### config.mk
export PLATFORM = sky130hd
export DESIGN_NAME = uartm_core
export DESIGN_NICKNAME = d
export VERILOG_FILES = /design/src/hw/uartm_pkg.sv /design/src/hw/uartm_rs485_if.sv /design/src/hw/uartm_delta.sv /design/src/hw/uartm_turnaround.sv /design/src/hw/uartm_core.sv
export SDC_FILE = /design/constraint.sdc
export NUM_CORES = 1
export LEC_CHECK = 0
export BUFFER_PORTS_ARGS = -buffer_cell sky130_fd_sc_hd__buf_2
export CAP_MARGIN = 20
export CORE_AREA = 2 2 182 130
export DETAILED_ROUTE_END_ITERATION = 10
export DIE_AREA = 0 0 184 132
export GPL_TIMING_DRIVEN = 0
export MAX_ROUTING_LAYER = met4
export PLACE_DENSITY = 0.49
export SYNTH_ARGS = -nofsm -noshare
export SYNTH_HDL_FRONTEND = slang
export SYNTH_SLANG_ARGS = --single-unit
### constraint.sdc
create_clock -name clk_sys -period 4 [get_ports clk_sys]
set_input_delay 0.8 -clock clk_sys [delete_from_list [all_inputs] [get_ports clk_sys]]
set_output_delay 0.8 -clock clk_sys [all_outputs]
set_load 0.005 [all_outputs]
### src/hw/uartm_pkg.sv
// Constants, register map and field layout of the modem, flow and RS-485 control block.
// Assumes a 32-bit APB register bus with one aligned word for each 8-bit register.
package uartm_pkg;

    // Register byte addresses.
    localparam logic [7:0] OFS_MODEM_STATUS = 8'h00;
    localparam logic [7:0] OFS_SCRATCH_PAD = 8'h04;
    localparam logic [7:0] OFS_FEATURE_CONTROL = 8'h08;
    localparam logic [7:0] OFS_ENHANCED_FEATURE = 8'h0C;
    localparam logic [7:0] OFS_MODEM_CONTROL = 8'h10;
    localparam logic [7:0] OFS_INTERRUPT_ENABLE = 8'h14;

    // Reset values.
    localparam logic [7:0] SCRATCH_RST = 8'hFF;
    localparam logic [7:0] FEATURE_RST = 8'h00;
    localparam logic [7:0] ENHANCED_RST = 8'h00;
    localparam logic [7:0] MODEM_CTL_RST = 8'h00;
    localparam logic [7:0] INT_EN_RST = 8'h00;
    localparam logic [7:0] TURN_HALT_RST = 8'h00;

    // Bits that only change while the enhanced-function enable is set.
    localparam logic [7:0] TURN_ENH_MASK = 8'hFC;
    localparam logic [7:0] MODEM_CTL_ENH_MASK = 8'hEC;
    localparam logic [7:0] INT_EN_ENH_MASK = 8'hE0;

    // Field positions.
    localparam int IEN_MODEM_BIT = 3;
    localparam int ENH_AUTO_CTS_BIT = 7;
    localparam int ENH_AUTO_RTS_BIT = 6;
    localparam int ENH_ENABLE_BIT = 4;
    localparam int FC_RS485_BIT = 5;
    localparam int FC_IRPOL_BIT = 4;
    localparam int TH_TX_OFF_BIT = 3;
    localparam int TH_RX_OFF_BIT = 2;
    localparam int MC_PAIR_BIT = 2;
    localparam int MC_RTS_BIT = 1;
    localparam int MC_DTR_BIT = 0;
    localparam logic [1:0] TABLE_D = 2'h3;
    localparam int RX_LVL_W = 7;

    typedef enum logic [1:0] {DIR_IDLE, DIR_SEND, DIR_WAIT} uartm_dir_t;

    // Hysteresis in characters for each table-D code.
    function automatic logic [RX_LVL_W-1:0] uartm_hyst(input logic [3:0] code);
        logic [RX_LVL_W-1:0] h;
        h = 7'h00;
        case (code)
            4'h0: h = 7'h00;
            4'h1: h = 7'h04;
            4'h2: h = 7'h06;
            4'h3: h = 7'h08;
            4'h4: h = 7'h08;
            4'h5: h = 7'h10;
            4'h6: h = 7'h18;
            4'h7: h = 7'h20;
            4'h8: h = 7'h28;
            4'h9: h = 7'h2C;
            4'hA: h = 7'h30;
            4'hB: h = 7'h34;
            4'hC: h = 7'h0C;
            4'hD: h = 7'h14;
            4'hE: h = 7'h1C;
            default: h = 7'h24;
        endcase
        return h;
    endfunction

endpackage

### src/hw/uartm_rs485_if.sv
// Link between the control core and the RS-485 turnaround timer.
// Assumes both ends run on clk_sys.
`timescale 1ns/1ns
`default_nettype none
interface uartm_rs485_if;
    logic enable;
    logic bit_tick;
    logic tx_idle;
    logic [3:0] delay;
    logic drive;
    modport ctl (output enable, output bit_tick, output tx_idle, output delay, input drive);
    modport dir (input enable, input bit_tick, input tx_idle, input delay, output drive);
endinterface
`default_nettype wire

### src/hw/uartm_delta.sv
// Two-stage synchroniser and delta flag for one modem input pin.
// Assumes the pin is asynchronous to clk_sys and idles high.
`timescale 1ns/1ns
`default_nettype none
module uartm_delta #(
    parameter bit RISE_ONLY = 1'b0
) (
    input wire logic clk_sys,
    input wire logic resetn,
    input wire logic pin_n,
    input wire logic clr,
    output logic level_ff,
    output logic flag_ff
);
    logic meta_ff;
    logic prev_ff;
    logic change;

    always_ff @(posedge clk_sys or negedge resetn) begin
        if (!resetn) begin
            meta_ff <= 1'b1;
            level_ff <= 1'b1;
            prev_ff <= 1'b1;
        end else begin
            meta_ff <= pin_n;
            level_ff <= meta_ff;
            prev_ff <= level_ff;
        end
    end

    assign change = RISE_ONLY ? (level_ff & ~prev_ff) : (level_ff ^ prev_ff);

    // A change seen in the cycle of the clearing read survives the read.
    always_ff @(posedge clk_sys or negedge resetn) begin
        if (!resetn) begin
            flag_ff <= 1'b0;
        end else begin
            flag_ff <= change | (flag_ff & ~clr);
        end
    end
endmodule
`default_nettype wire

### src/hw/uartm_turnaround.sv
// RS-485 direction timer: holds the direction output through transmission and N bit times after.
// Assumes bit_tick pulses once per bit time and tx_idle means queue and shifter are empty.
`timescale 1ns/1ns
`default_nettype none
module uartm_turnaround
    import uartm_pkg::*;
(
    input wire logic clk_sys,
    input wire logic resetn,
    uartm_rs485_if.dir bus
);
    uartm_dir_t state_ff;
    logic [3:0] cnt_ff;

    always_ff @(posedge clk_sys or negedge resetn) begin
        if (!resetn) begin
            state_ff <= DIR_IDLE;
            cnt_ff <= 4'h0;
            bus.drive <= 1'b0;
        end else begin
            case (state_ff)
                DIR_IDLE: begin
                    if (bus.enable && !bus.tx_idle) begin
                        state_ff <= DIR_SEND;
                        bus.drive <= 1'b1;
                    end
                end
                DIR_SEND: begin
                    if (!bus.enable) begin
                        state_ff <= DIR_IDLE;
                        bus.drive <= 1'b0;
                    end else if (bus.tx_idle) begin
                        if (bus.delay == 4'h0) begin
                            state_ff <= DIR_IDLE;
                            bus.drive <= 1'b0;
                        end else begin
                            state_ff <= DIR_WAIT;
                            cnt_ff <= bus.delay;
                        end
                    end
                end
                DIR_WAIT: begin
                    // A new byte during the turnaround keeps the line driven.
                    if (!bus.enable) begin
                        state_ff <= DIR_IDLE;
                        bus.drive <= 1'b0;
                    end else if (!bus.tx_idle) begin
                        state_ff <= DIR_SEND;
                    end else if (bus.bit_tick) begin
                        if (cnt_ff == 4'h1) begin
                            state_ff <= DIR_IDLE;
                            bus.drive <= 1'b0;
                        end else begin
                            cnt_ff <= cnt_ff - 4'h1;
                        end
                    end
                end
                default: begin
                    state_ff <= DIR_IDLE;
                    bus.drive <= 1'b0;
                end
            endcase
        end
    end
endmodule
`default_nettype wire

### src/hw/uartm_core.sv
// Modem status, flow control, halt and RS-485 control of one UART channel, as an APB slave.
// Assumes the transmit and receive datapaths and trigger tables sit outside, on clk_sys.
`timescale 1ns/1ns
`default_nettype none

// Functional notes
// - DSR input change since last status read sets its delta flag, interrupt if enabled.
// - CTS input change since last status read sets its delta flag, interrupt if enabled.
// - RS-485 mode holds RTS for 0 to 15 bit times after last stop bit.
// - Turnaround delay field is writable only while enhanced-function enable is set.
// - Transmitter disable bit halts the transmit shifter; queued bytes wait until cleared.
// - Receiver disable bit halts the receive shifter; queued characters stay readable.
// - Eight-bit read/write scratch register, all ones after reset, kept in sleep.
// - Feature bits 7:6 pick trigger table; tables A-C use next trigger levels.
// - RS-485 mode drives RTS high on load, low after the last stop bit.
// - Transmit interrupt on shifter empty in RS-485 mode, else on holding empty.
// - Feature bit 4 selects infrared receive polarity, one meaning inverted.
// - Feature bits 3:0 set hysteresis only for table D; zero means next level.
// - Hysteresis codes map to 0,4,6,8,8,16,24,32,40,44,48,52,12,20,28,36 characters.
// - Enhanced bits 3:0 select single or dual-character software flow control.
// - Auto CTS/DSR stops transmission while selected input is high.
// - Auto RTS/DTR interrupts at trigger, raises output at upper, lowers below lower.
// - Modem control bit 2 picks RTS/CTS pair at zero, DTR/DSR at one.
// - Automatic input flow halt lets the character in progress finish.
// - Clearing enhanced enable freezes enhanced control bits; they reset to zero.
module uartm_core
    import uartm_pkg::*;
(
    input wire logic clk_sys,
    input wire logic resetn,
    input wire logic [7:0] paddr,
    input wire logic psel,
    input wire logic penable,
    input wire logic pwrite,
    input wire logic [31:0] pwdata,
    output logic [31:0] prdata,
    output logic pready,
    output logic pslverr,
    input wire logic cts_n,
    input wire logic dsr_n,
    input wire logic cd_n,
    input wire logic ri_n,
    input wire logic ir_rx,
    input wire logic bit_tick,
    input wire logic tx_hold_empty,
    input wire logic tx_shift_empty,
    input wire logic [uartm_pkg::RX_LVL_W-1:0] rx_fill,
    input wire logic [uartm_pkg::RX_LVL_W-1:0] rx_trig_level,
    input wire logic [uartm_pkg::RX_LVL_W-1:0] rx_trig_up,
    input wire logic [uartm_pkg::RX_LVL_W-1:0] rx_trig_dn,
    output logic rts_n,
    output logic dtr_n,
    output logic tx_start_en,
    output logic rx_shift_en,
    output logic tx_irq,
    output logic rx_trig_irq,
    output logic modem_irq,
    output logic ir_rx_data,
    output logic [1:0] trig_table,
    output logic [3:0] sw_flow_sel,
    output logic tx_dual_char,
    output logic rx_dual_char
);
    import uartm_pkg::*;

    logic [7:0] scratch_ff;
    logic [7:0] feature_ff;
    logic [7:0] enhanced_ff;
    logic [7:0] modem_ctl_ff;
    logic [7:0] int_en_ff;
    logic [7:0] turn_halt_ff;
    logic pready_ff;
    logic pslverr_ff;
    logic [31:0] prdata_ff;
    logic [3:0] lvl;
    logic [3:0] delta;
    logic ir_meta_ff;
    logic ir_sync_ff;
    logic ir_data_ff;
    logic flow_stop_ff;
    logic rts_n_ff;
    logic dtr_n_ff;
    logic tx_start_ff;
    logic rx_shift_ff;
    logic tx_irq_ff;
    logic rx_trig_ff;
    logic modem_irq_ff;
    logic commit;
    logic wr_en;
    logic rd_status;
    logic enh_on;
    logic [7:0] rd_byte;
    logic rd_hit;
    logic sel_in_high;
    logic [RX_LVL_W-1:0] hyst;
    logic [RX_LVL_W-1:0] lvl_up;
    logic [RX_LVL_W-1:0] lvl_dn;
    logic use_hyst;
    logic tx_dual_ff;
    logic rx_dual_ff;

    uartm_rs485_if dir_if ();

    // Delta flags: bit 3 carrier, bit 2 ring trailing edge, bit 1 DSR, bit 0 CTS.
    uartm_delta #(.RISE_ONLY(1'b0)) u_cd (
        .clk_sys(clk_sys), .resetn(resetn), .pin_n(cd_n), .clr(rd_status),
        .level_ff(lvl[3]), .flag_ff(delta[3]));
    uartm_delta #(.RISE_ONLY(1'b1)) u_ri (
        .clk_sys(clk_sys), .resetn(resetn), .pin_n(ri_n), .clr(rd_status),
        .level_ff(lvl[2]), .flag_ff(delta[2]));
    uartm_delta #(.RISE_ONLY(1'b0)) u_dsr (
        .clk_sys(clk_sys), .resetn(resetn), .pin_n(dsr_n), .clr(rd_status),
        .level_ff(lvl[1]), .flag_ff(delta[1]));
    uartm_delta #(.RISE_ONLY(1'b0)) u_cts (
        .clk_sys(clk_sys), .resetn(resetn), .pin_n(cts_n), .clr(rd_status),
        .level_ff(lvl[0]), .flag_ff(delta[0]));

    uartm_turnaround u_dir (
        .clk_sys(clk_sys),
        .resetn(resetn),
        .bus(dir_if.dir)
    );

    assign dir_if.enable = feature_ff[FC_RS485_BIT];
    assign dir_if.bit_tick = bit_tick;
    assign dir_if.tx_idle = tx_hold_empty & tx_shift_empty;
    assign dir_if.delay = turn_halt_ff[7:4];

    // APB: one wait state, then the access completes.
    assign commit = psel & penable & pready_ff;
    assign wr_en = commit & pwrite;
    assign rd_status = commit & ~pwrite & (paddr == OFS_MODEM_STATUS);
    assign enh_on = enhanced_ff[ENH_ENABLE_BIT];

    always_comb begin
        rd_byte = 8'h00;
        rd_hit = 1'b1;
        case (paddr)
            OFS_MODEM_STATUS: rd_byte = {~lvl, delta};
            OFS_SCRATCH_PAD: rd_byte = scratch_ff;
            OFS_FEATURE_CONTROL: rd_byte = feature_ff;
            OFS_ENHANCED_FEATURE: rd_byte = enhanced_ff;
            OFS_MODEM_CONTROL: rd_byte = modem_ctl_ff;
            OFS_INTERRUPT_ENABLE: rd_byte = int_en_ff;
            default: rd_hit = 1'b0;
        endcase
    end

    always_ff @(posedge clk_sys or negedge resetn) begin
        if (!resetn) begin
            pready_ff <= 1'b0;
            pslverr_ff <= 1'b0;
            prdata_ff <= 32'h0000_0000;
        end else begin
            pready_ff <= psel & penable & ~pready_ff;
            if (psel && penable && !pready_ff) begin
                pslverr_ff <= ~rd_hit;
                prdata_ff <= pwrite ? 32'h0000_0000 : {24'h00_0000, rd_byte};
            end
        end
    end

    // Scratch pad has no sleep dependency, so its contents survive sleep.
    always_ff @(posedge clk_sys or negedge resetn) begin
        if (!resetn) begin
            scratch_ff <= SCRATCH_RST;
        end else if (wr_en && paddr == OFS_SCRATCH_PAD) begin
            scratch_ff <= pwdata[7:0];
        end
    end

    always_ff @(posedge clk_sys or negedge resetn) begin
        if (!resetn) begin
            feature_ff <= FEATURE_RST;
            enhanced_ff <= ENHANCED_RST;
        end else begin
            if (wr_en && paddr == OFS_FEATURE_CONTROL) begin
                feature_ff <= pwdata[7:0];
            end
            if (wr_en && paddr == OFS_ENHANCED_FEATURE) begin
                enhanced_ff <= pwdata[7:0];
            end
        end
    end

    // Enhanced bits freeze while the enable is clear; legacy modem-control and interrupt-enable bits always write, the turnaround/halt register not at all.
    always_ff @(posedge clk_sys or negedge resetn) begin
        if (!resetn) begin
            turn_halt_ff <= TURN_HALT_RST;
            modem_ctl_ff <= MODEM_CTL_RST;
            int_en_ff <= INT_EN_RST;
        end else if (wr_en) begin
            if (paddr == OFS_MODEM_STATUS && enh_on) begin
                turn_halt_ff <= pwdata[7:0] & TURN_ENH_MASK;
            end
            if (paddr == OFS_MODEM_CONTROL) begin
                modem_ctl_ff <= enh_on ? pwdata[7:0] :
                    ((modem_ctl_ff & MODEM_CTL_ENH_MASK) | (pwdata[7:0] & ~MODEM_CTL_ENH_MASK));
            end
            if (paddr == OFS_INTERRUPT_ENABLE) begin
                int_en_ff <= enh_on ? pwdata[7:0] :
                    ((int_en_ff & INT_EN_ENH_MASK) | (pwdata[7:0] & ~INT_EN_ENH_MASK));
            end
        end
    end

    // Infrared receive data after two synchronising stages.
    always_ff @(posedge clk_sys or negedge resetn) begin
        if (!resetn) begin
            ir_meta_ff <= 1'b0;
            ir_sync_ff <= 1'b0;
            ir_data_ff <= 1'b0;
        end else begin
            ir_meta_ff <= ir_rx;
            ir_sync_ff <= ir_meta_ff;
            ir_data_ff <= ir_sync_ff ^ feature_ff[FC_IRPOL_BIT];
        end
    end

    // Flow thresholds: table D with a nonzero code uses trigger plus or minus hysteresis.
    assign hyst = uartm_hyst(feature_ff[3:0]);
    assign use_hyst = (feature_ff[7:6] == TABLE_D) && (feature_ff[3:0] != 4'h0);
    assign lvl_up = use_hyst ? RX_LVL_W'(rx_trig_level + hyst) : rx_trig_up;
    assign lvl_dn = use_hyst ? ((rx_trig_level > hyst) ? RX_LVL_W'(rx_trig_level - hyst) :
        {RX_LVL_W{1'b0}}) : rx_trig_dn;

    always_ff @(posedge clk_sys or negedge resetn) begin
        if (!resetn) begin
            flow_stop_ff <= 1'b0;
            rx_trig_ff <= 1'b0;
        end else begin
            rx_trig_ff <= (rx_fill >= rx_trig_level);
            if (rx_fill >= lvl_up) begin
                flow_stop_ff <= 1'b1;
            end else if (rx_fill < lvl_dn) begin
                flow_stop_ff <= 1'b0;
            end
        end
    end

    // Pin levels: a low pin level means the output is asserted, except RTS in RS-485 mode, which is high while driving.
    always_ff @(posedge clk_sys or negedge resetn) begin
        if (!resetn) begin
            rts_n_ff <= 1'b1;
            dtr_n_ff <= 1'b1;
        end else begin
            if (feature_ff[FC_RS485_BIT]) begin
                rts_n_ff <= dir_if.drive;
            end else begin
                rts_n_ff <= ~modem_ctl_ff[MC_RTS_BIT] | (enhanced_ff[ENH_AUTO_RTS_BIT] &
                    ~modem_ctl_ff[MC_PAIR_BIT] & flow_stop_ff);
            end
            dtr_n_ff <= ~modem_ctl_ff[MC_DTR_BIT] | (enhanced_ff[ENH_AUTO_RTS_BIT] &
                modem_ctl_ff[MC_PAIR_BIT] & flow_stop_ff);
        end
    end

    // Only new character starts are gated, so a character in progress always completes.
    assign sel_in_high = modem_ctl_ff[MC_PAIR_BIT] ? lvl[1] : lvl[0];

    always_ff @(posedge clk_sys or negedge resetn) begin
        if (!resetn) begin
            tx_start_ff <= 1'b0;
            rx_shift_ff <= 1'b0;
        end else begin
            tx_start_ff <= ~turn_halt_ff[TH_TX_OFF_BIT] &
                ~(enhanced_ff[ENH_AUTO_CTS_BIT] & sel_in_high) &
                (~feature_ff[FC_RS485_BIT] | dir_if.drive);
            rx_shift_ff <= ~turn_halt_ff[TH_RX_OFF_BIT];
        end
    end

    always_ff @(posedge clk_sys or negedge resetn) begin
        if (!resetn) begin
            tx_irq_ff <= 1'b0;
            modem_irq_ff <= 1'b0;
        end else begin
            tx_irq_ff <= feature_ff[FC_RS485_BIT] ? (tx_hold_empty & tx_shift_empty) :
                tx_hold_empty;
            modem_irq_ff <= int_en_ff[IEN_MODEM_BIT] & (|delta);
        end
    end

    // Dual-character modes need both select bits of one direction; registered so pins come from flops.
    always_ff @(posedge clk_sys or negedge resetn) begin
        if (!resetn) begin
            tx_dual_ff <= 1'b0;
            rx_dual_ff <= 1'b0;
        end else begin
            tx_dual_ff <= enhanced_ff[3] & enhanced_ff[2];
            rx_dual_ff <= enhanced_ff[1] & enhanced_ff[0];
        end
    end

    assign prdata = prdata_ff;
    assign pready = pready_ff;
    assign pslverr = pslverr_ff;
    assign rts_n = rts_n_ff;
    assign dtr_n = dtr_n_ff;
    assign tx_start_en = tx_start_ff;
    assign rx_shift_en = rx_shift_ff;
    assign tx_irq = tx_irq_ff;
    assign rx_trig_irq = rx_trig_ff;
    assign modem_irq = modem_irq_ff;
    assign ir_rx_data = ir_data_ff;
    assign trig_table = feature_ff[7:6];
    assign sw_flow_sel = enhanced_ff[3:0];
    assign tx_dual_char = tx_dual_ff;
    assign rx_dual_char = rx_dual_ff;
endmodule
`default_nettype wire

Word-level counts from Yosys, hierarchy flattened
Memory sizes are Yosys's and may differ from the RTL's.
Cells that the tools add are included.
Widths: inputs -> output; s select.
{"block": "word_totals", "ff_bits": 116, "romBits": 80, "in_bits": 81, "out_inout_bits": 50, "memories": 1}
{"block": "classes", "addsub": 3, "n_lt_le_gt_ge": 4, "eq_ne": 24, "mux": 39, "bitwise_logic": 48, "n_reduce_logical": 24}
{"memory": "(name not given)", "words": 16, "word_bits": 5, "rd": 1, "rd_clocked_by_memory_dff": 0, "wr": 0, "line": "uartm_pkg.sv:47", "text": "case (code)"}
{"op": "$pmux 8 s6", "n": 1}
{"op": "$mux 4", "n": 7}
{"op": "$mux 8", "n": 3}
{"op": "$and 1x1->1", "n": 22}
{"op": "$mux 7", "n": 3}
{"op": "$eq 8x4->1 const B", "n": 2}
{"op": "$eq 8x5->1 const B", "n": 2}
{"op": "$mux 2", "n": 8}
{"op": "$or 8x5->8", "n": 2}
{"op": "$ge 7x7->1", "n": 2}
{"op": "$mux 1", "n": 14}
{"op": "$ne 3x2->1 const B", "n": 4}
{"op": "$not 1->1", "n": 12}
{"op": "$ne 2x2->1 const B", "n": 5}
{"op": "$eq 8x3->1 const B", "n": 1}
{"op": "$logic_and 1x1->1", "n": 8}
{"op": "$logic_not 8->1", "n": 1}
{"op": "$ne 4x4->1 const B", "n": 2}
{"op": "$pmux 4 s2", "n": 1}
{"op": "$reduce_and 8->1", "n": 1}
{"op": "$add 7x7->7", "n": 1}
{"op": "$gt 7x7->1", "n": 1}
{"op": "$lt 7x7->1", "n": 1}
{"op": "$or 1x1->1", "n": 7}
{"op": "21 further kinds", "n": 31}

Logic depth before layout (Yosys ltp)
{"block": "logic_depth", "word_depth": 7, "mapped_depth": 15}

Cells and area by module
From an unflattened synthesis, not the netlist that was laid out.
{"block": "hier_totals", "cells_unflattened": 492, "hier_area_um2": 5422.7}
{"module": "uartm_core", "n_inst": 1, "cells_each": 408, "area_per_inst_um2": 4415.5}
{"module": "uartm_turnaround", "n_inst": 1, "cells_each": 56, "area_per_inst_um2": 519.2}
{"module": "uartm_delta at u_cd ...", "n_inst": 3, "cells_each": 7, "area_per_inst_um2": 121.4}
{"module": "uartm_delta at u_ri", "n_inst": 1, "cells_each": 7, "area_per_inst_um2": 123.9}

Least setup slack after synthesis
No wires, ideal clock.
{"block": "synth_path", "path_kind": "register to register", "start": "register feature_ff[0]", "end": "register flow_stop_ff", "setup_ns": 0.144, "arrival_ns": 3.330, "required_ns": 3.856, "setup_slack_ns": 0.525, "stages_incl_launch_ff": 16, "path_cell_list": "dfrtp_1 -> ha_1 -> nor2b_1 -> a211oi_1 -> a21oi_1 -> ha_1 -> clkbuf_1 -> nor2_1 -> o221ai_1 -> a221oi_1 -> a41oi_1 -> ha_1 -> a21oi_1 -> o21ai_0 -> a221oi_1 -> o221ai_1"}
{"block": "synth_via", "elab_chain_cells": 6}
{"element": "start, declared", "line": "uartm_core.sv:67", "text": "logic [7:0] feature_ff;"}
{"element": "start signal, assigned", "line": "uartm_core.sv:178", "text": "feature_ff <= pwdata[7:0];"}
{"element": "$mem_v2 16x5"}
{"element": "$sub 7x7->7 or $gt 7x7->1 (tied branches)", "line": "uartm_core.sv:224", "text": "assign lvl_dn = use_hyst ? ((rx_trig_level > hyst) ? RX_LVL_W'(rx_trig_level - hyst) :"}
{"element": "$mux 7 (2 in a row)", "line": "uartm_core.sv:224"}
{"element": "$lt 7x7->1", "line": "uartm_core.sv:235", "text": "end else if (rx_fill < lvl_dn) begin"}
{"element": "$reduce_bool 2->1 (no line)"}
{"element": "end signal, assigned", "line": "uartm_core.sv:229", "text": "flow_stop_ff <= 1'b0;"}
{"element": "end signal, assigned", "line": "uartm_core.sv:234", "text": "flow_stop_ff <= 1'b1;"}
{"element": "end signal, assigned", "line": "uartm_core.sv:236", "text": "flow_stop_ff <= 1'b0;"}
{"element": "end, declared", "line": "uartm_core.sv:80", "text": "logic flow_stop_ff;"}
Parallel ways exist; a longest one is shown, timed or not.
A chain may end at the register's enable or synchronous reset.

Final worst setup path
{"block": "layout_path", "start": "register feature_ff[1]", "end": "register flow_stop_ff"}
The elaborated chain is that of the path after synthesis.

==> results.txt <==
After filler insertion, the fill cell instance count of the layout stands at 2376. The cell sitting at the root of the clock tree is a clkbuf_16. The maximum net fanout on the critical path came out at 8. Measured on the finished design, the core utilization comes to 0.2915. The number of instances in the synthesized netlist came out at 487.

For this block, the initial DRC count from the detailed router was 168. The floorplan step defined a die boundary enclosing 0.02429 mm^2. The die extent in x came out at 184 um. The first-pass detailed-route iteration total is 6. In this run, synthesis inferred 0 flip-flops with an integrated enable.

Across every metal layer, demand over resource in global routing totals 0.1225. Clock skew on the completed layout was measured at 0.005229 ns. The flow ran to the end, and the final reports show no timing, DRC or antenna violations. The final max-slew violation count came out at 0. The number of synthesized register bits came out at 92. The final worst setup slack is 0.3227 ns. The worst setup path is of the reg2reg kind. In the final layout, the share of cells above drive strength 1 is 0.3629.

The final wirelength is 14260 um. The maximum root-to-sink buffer count is 2. The CTS buffer count is 9. The number of global-route vias before repair is 3811.

Traced cell by cell, the critical path runs through inv_1 > ha_1 > a22o_1 > ha_1 > clkbuf_1 > inv_1 > o221ai_2 > a221oi_2 > buf_4 > a22oi_1 > ha_1 > a21oi_1 > o21ai_0 > a221oi_1 > o221ai_1. The number of I/O pins came out at 131. The power density over the cells is 305.3 mW/mm^2. The floorplan core area came out at 0.02245 mm^2. The row count is 46.

The number of nets in the final layout is 722. The tightest min-delay check is of the reg2reg type. The clock insertion delay at the later pin of the skew report came out at 0.35 ns.

The global-route wire length before repair is 22160 um. By area the synthesized netlist is led by dfrtp_1, mux2_2, dfstp_2. The number of antenna violations at the first check in global routing came out at 3. Entering global routing, the biggest net connects 62 pins. Measured along the y axis, the die boundary spans 132 um. The required time of the worst setup path is 4.21 ns. The mean instance size in the synthesized netlist came out at 10.98 um^2. TritonCTS built the clock tree. The total of warnings raised by yosys is 0. The synthesized area came out at 0.005349 mm^2. The total count of hold-check failures in the final report is 0.

The area growth from synthesis to layout is 22.32%. The met1 usage came out at 0.1851. The kind of capture point of the worst setup path is a flip-flop.

Clock tree synthesis found a total of 92 sinks. Summed over all cells, the static leakage comes to 3.124 nW. The slowest stage of the critical path is the dfrtp_1 cell. The unique cell type count in the Yosys netlist came out at 64. Across the VDD grid, the largest voltage drop is 0.1758 mV. The number of endpoints failing setup at the final stage is 0. The biggest cell delay along the critical path came out at 0.49 ns. In the synthesized netlist the dominant register cell turns out to be dfrtp_1.

The final critical delay including setup and external delays came out at 3.677 ns. The transition at the pin with the smallest max-transition slack is 0.8051 ns. The relative slew slack is 0.4583.

The per-cell via count in the routed design came out at 4.434. After clock tree synthesis, the clock-pin slew on the worst setup and hold paths is 0.06 ns. The portion of synthesized cell area occupied by the leading cell type came out at 0.3275. The final cycle utilization of the critical path is 0.9193. The most numerous cell on the critical path is ha_1. The share of the Yosys chip area taken by registers is 0.4356. The met2 layer usage reported by global route is 0.1618.

The most heavily used metal layer in global routing is met1. The most area-hungry cell type in the Yosys netlist is dfrtp_1. The share of flip-flops with an asynchronous set or reset after synthesis came out at 1.000.

The top achievable clock speed came out at 271.9 MHz. The quantity of I/O buffers inserted on ports came out at 82. The type of element launching the critical path is a flip-flop.

The total power after layout came out at 1.997 mW. Setup repair after global routing left no endpoint under its margin. The leftover overflow at the end of global routing is 0. The max-cap check violation count is 0.

The signal arrival time at the worst endpoint came out at 3.88 ns. The vias after detailed routing came out at 3991. Dividing the detail-routed wire length by the instance count gives 15.84 um.

The final antenna-violating net count is 0. The H-tree generated during clock tree synthesis spans 3 levels. The detailed-route DRC error count came out at 0. The HPWL reported at the end of detailed placement came out at 11000 um.

The initial core utilization came out at 0.2383. At the placement stage, the worst setup path has a slack of -0.04640 ns. The quantity of hold-fixing buffers added after cts came out at 0. The met3 global-route usage came out at 0.03122. The final weighted congestion of routability-driven global placement came out at 0.8672.
-- cell type report --
type                            count  area (um^2)  area share
Multi-Input combinational cell    347         2731      0.4175
Sequential cell                    92         2330      0.3561
Timing Repair Buffer               84        447.9     0.06846
Tap cell                          288        360.3     0.05508
Clock buffer                       15        277.8     0.04246
Buffer                             41        274.0     0.04188
Inverter                           29        108.9     0.01664
Antenna cell                        3        7.507    0.001147
Clock inverter                      1        5.005   0.0007650
-- layer usage --
layer	vias to the layer above	wire, um
met5	-	0
met4	0	120
met3	12	895
met2	91	5632
met1	1912	7606
li1	1976	-
-- registers in the layout (all words and copies together), names as in the netlist, 2 cells and up --
signal          cells
turn_halt_ff        6
u_dir.cnt_ff        4
prdata              8
modem_ctl_ff        8
enhanced_ff         8
scratch_ff          8
int_en_ff           8
feature_ff          8
u_dir.state_ff      2
-- final timing paths --
| kind | startpoint | endpoint | slack, ns | cells after the start |
|---|---|---|---|---|
| worst max-delay path | feature_ff[1]$_DFFE_PN0P_ | flow_stop_ff$_DFFE_PN0P_ | 0.32 | 15 |
| worst min-delay path | ir_meta_ff$_DFF_PN0_ | ir_sync_ff$_DFF_PN0_ | 0.35 | 0 |
| worst max register to register | feature_ff[1]$_DFFE_PN0P_ | flow_stop_ff$_DFFE_PN0P_ | 0.32 | 15 |
| worst min register to register | ir_meta_ff$_DFF_PN0_ | ir_sync_ff$_DFF_PN0_ | 0.35 | 0 |
| max in group asynchronous | resetn | rts_n$_DFF_PN1_ | 2.91 | 2 |
| min in group asynchronous | resetn | u_ri.flag_ff$_DFF_PN0_ | 0.40 | 1 |
-- cells in the mapped netlist (4+ instances only) --
cell type  instances
a221o_1            4
nand3_1           13
nor2b_1            8
ha_1              35
and2_1             7
xor2_1             5
a21o_1             8
buf_4             31
clkbuf_1           8
dfrtp_1           70
nand3b_1           4
o21ai_0           14
a22oi_1            4
nand2_1           18
or3_1              5
inv_1             29
o221ai_1           5
a211oi_1           7
a32oi_1            4
dfstp_2           22
a21oi_1           19
mux2i_1           11
nor2_1            22
nor3_1             8
a2bb2oi_1          4
mux2_2            52
a31oi_1            6
-- cells in the final DEF (no fill, tap or decap), drive strengths merged, types with 4 or more instances in the layout --
| cell | netlist | routed |
|---|---|---|
| dfstp | 22 | 22 |
| a21oi | 19 | 19 |
| or3 | 5 | 5 |
| nand2 | 19 | 19 |
| a211oi | 7 | 7 |
| conb | 1 | 24 |
| a221o | 4 | 4 |
| nand4 | 5 | 5 |
| or4 | 5 | 5 |
| nand3 | 14 | 14 |
| nor2b | 8 | 8 |
| a21o | 8 | 8 |
| ha | 35 | 35 |
| inv | 29 | 29 |
| mux2 | 52 | 52 |
| a32oi | 4 | 4 |
| nor2 | 23 | 23 |
| nand3b | 4 | 4 |
| a31oi | 6 | 6 |
| o221ai | 5 | 5 |
| clkbuf | 8 | 22 |
| a2bb2oi | 4 | 4 |
| nor4 | 4 | 4 |
| and2 | 7 | 7 |
| a22oi | 4 | 4 |
| nor3 | 9 | 9 |
| o21ai | 14 | 14 |
| xor2 | 5 | 5 |
| buf | 34 | 118 |
| dfrtp | 70 | 70 |
| mux2i | 11 | 11 |
-- stage by stage --
| step | hold WS [ns] | cell area [um^2] | cells | TNS [ns] |
|---|---|---|---|---|
| 6_report | 0.3511 | 6543 | 900 | 0 |
| 5_1_grt | 0.3563 | 6543 | 900 | 0 |
| 4_1_cts | 0.3540 | 6525 | 897 | 0 |
| 3_5_place_dp | 0.3402 | 6236 | 881 | -0.04640 |
| 3_3_place_gp | 0.3328 | 6206 | 880 | -0.1106 |
| 2_1_floorplan | 0.3312 | 5435 | 510 | 0 |
-- kinds of logic after synthesis --
kind of cell	synth area share
AO/OA/AOI/OAI	0.1324
multiplexers	0.1301
other	0.0007011
buffers and inverters	0.07228
AND/OR/NAND/NOR	0.1247
adder cells (fa/ha/maj)	0.09123
flip-flops	0.4356
XOR/XNOR	0.01310
-- critical path, delay by kind of cell (launching register included) --
family	cells	cell delay [ns]
flip-flops	1	0.49
buffers and inverters	4	0.69
adder cells (fa/ha/maj)	3	0.86
AO/OA/AOI/OAI	8	1.48
-- what timing repair did --
action,in CTS,in global routing
setup endpoints to repair,1,1
pin swaps,0,1
gates resized for setup,1,1
setup buffers,0,1
-- power by group --
| group | total [mW] | internal (mW) | switching, mW | leakage, nW |
|---|---|---|---|---|
| combinational | 0.216 | 0.0904 | 0.126 | 1.84 |
| sequential | 0.964 | 0.953 | 0.0113 | 1.15 |
| clock | 0.818 | 0.472 | 0.345 | 0.140 |
| total | 2.00 | 1.52 | 0.482 | 3.12 |
Power figures use the tool's default switching activity.
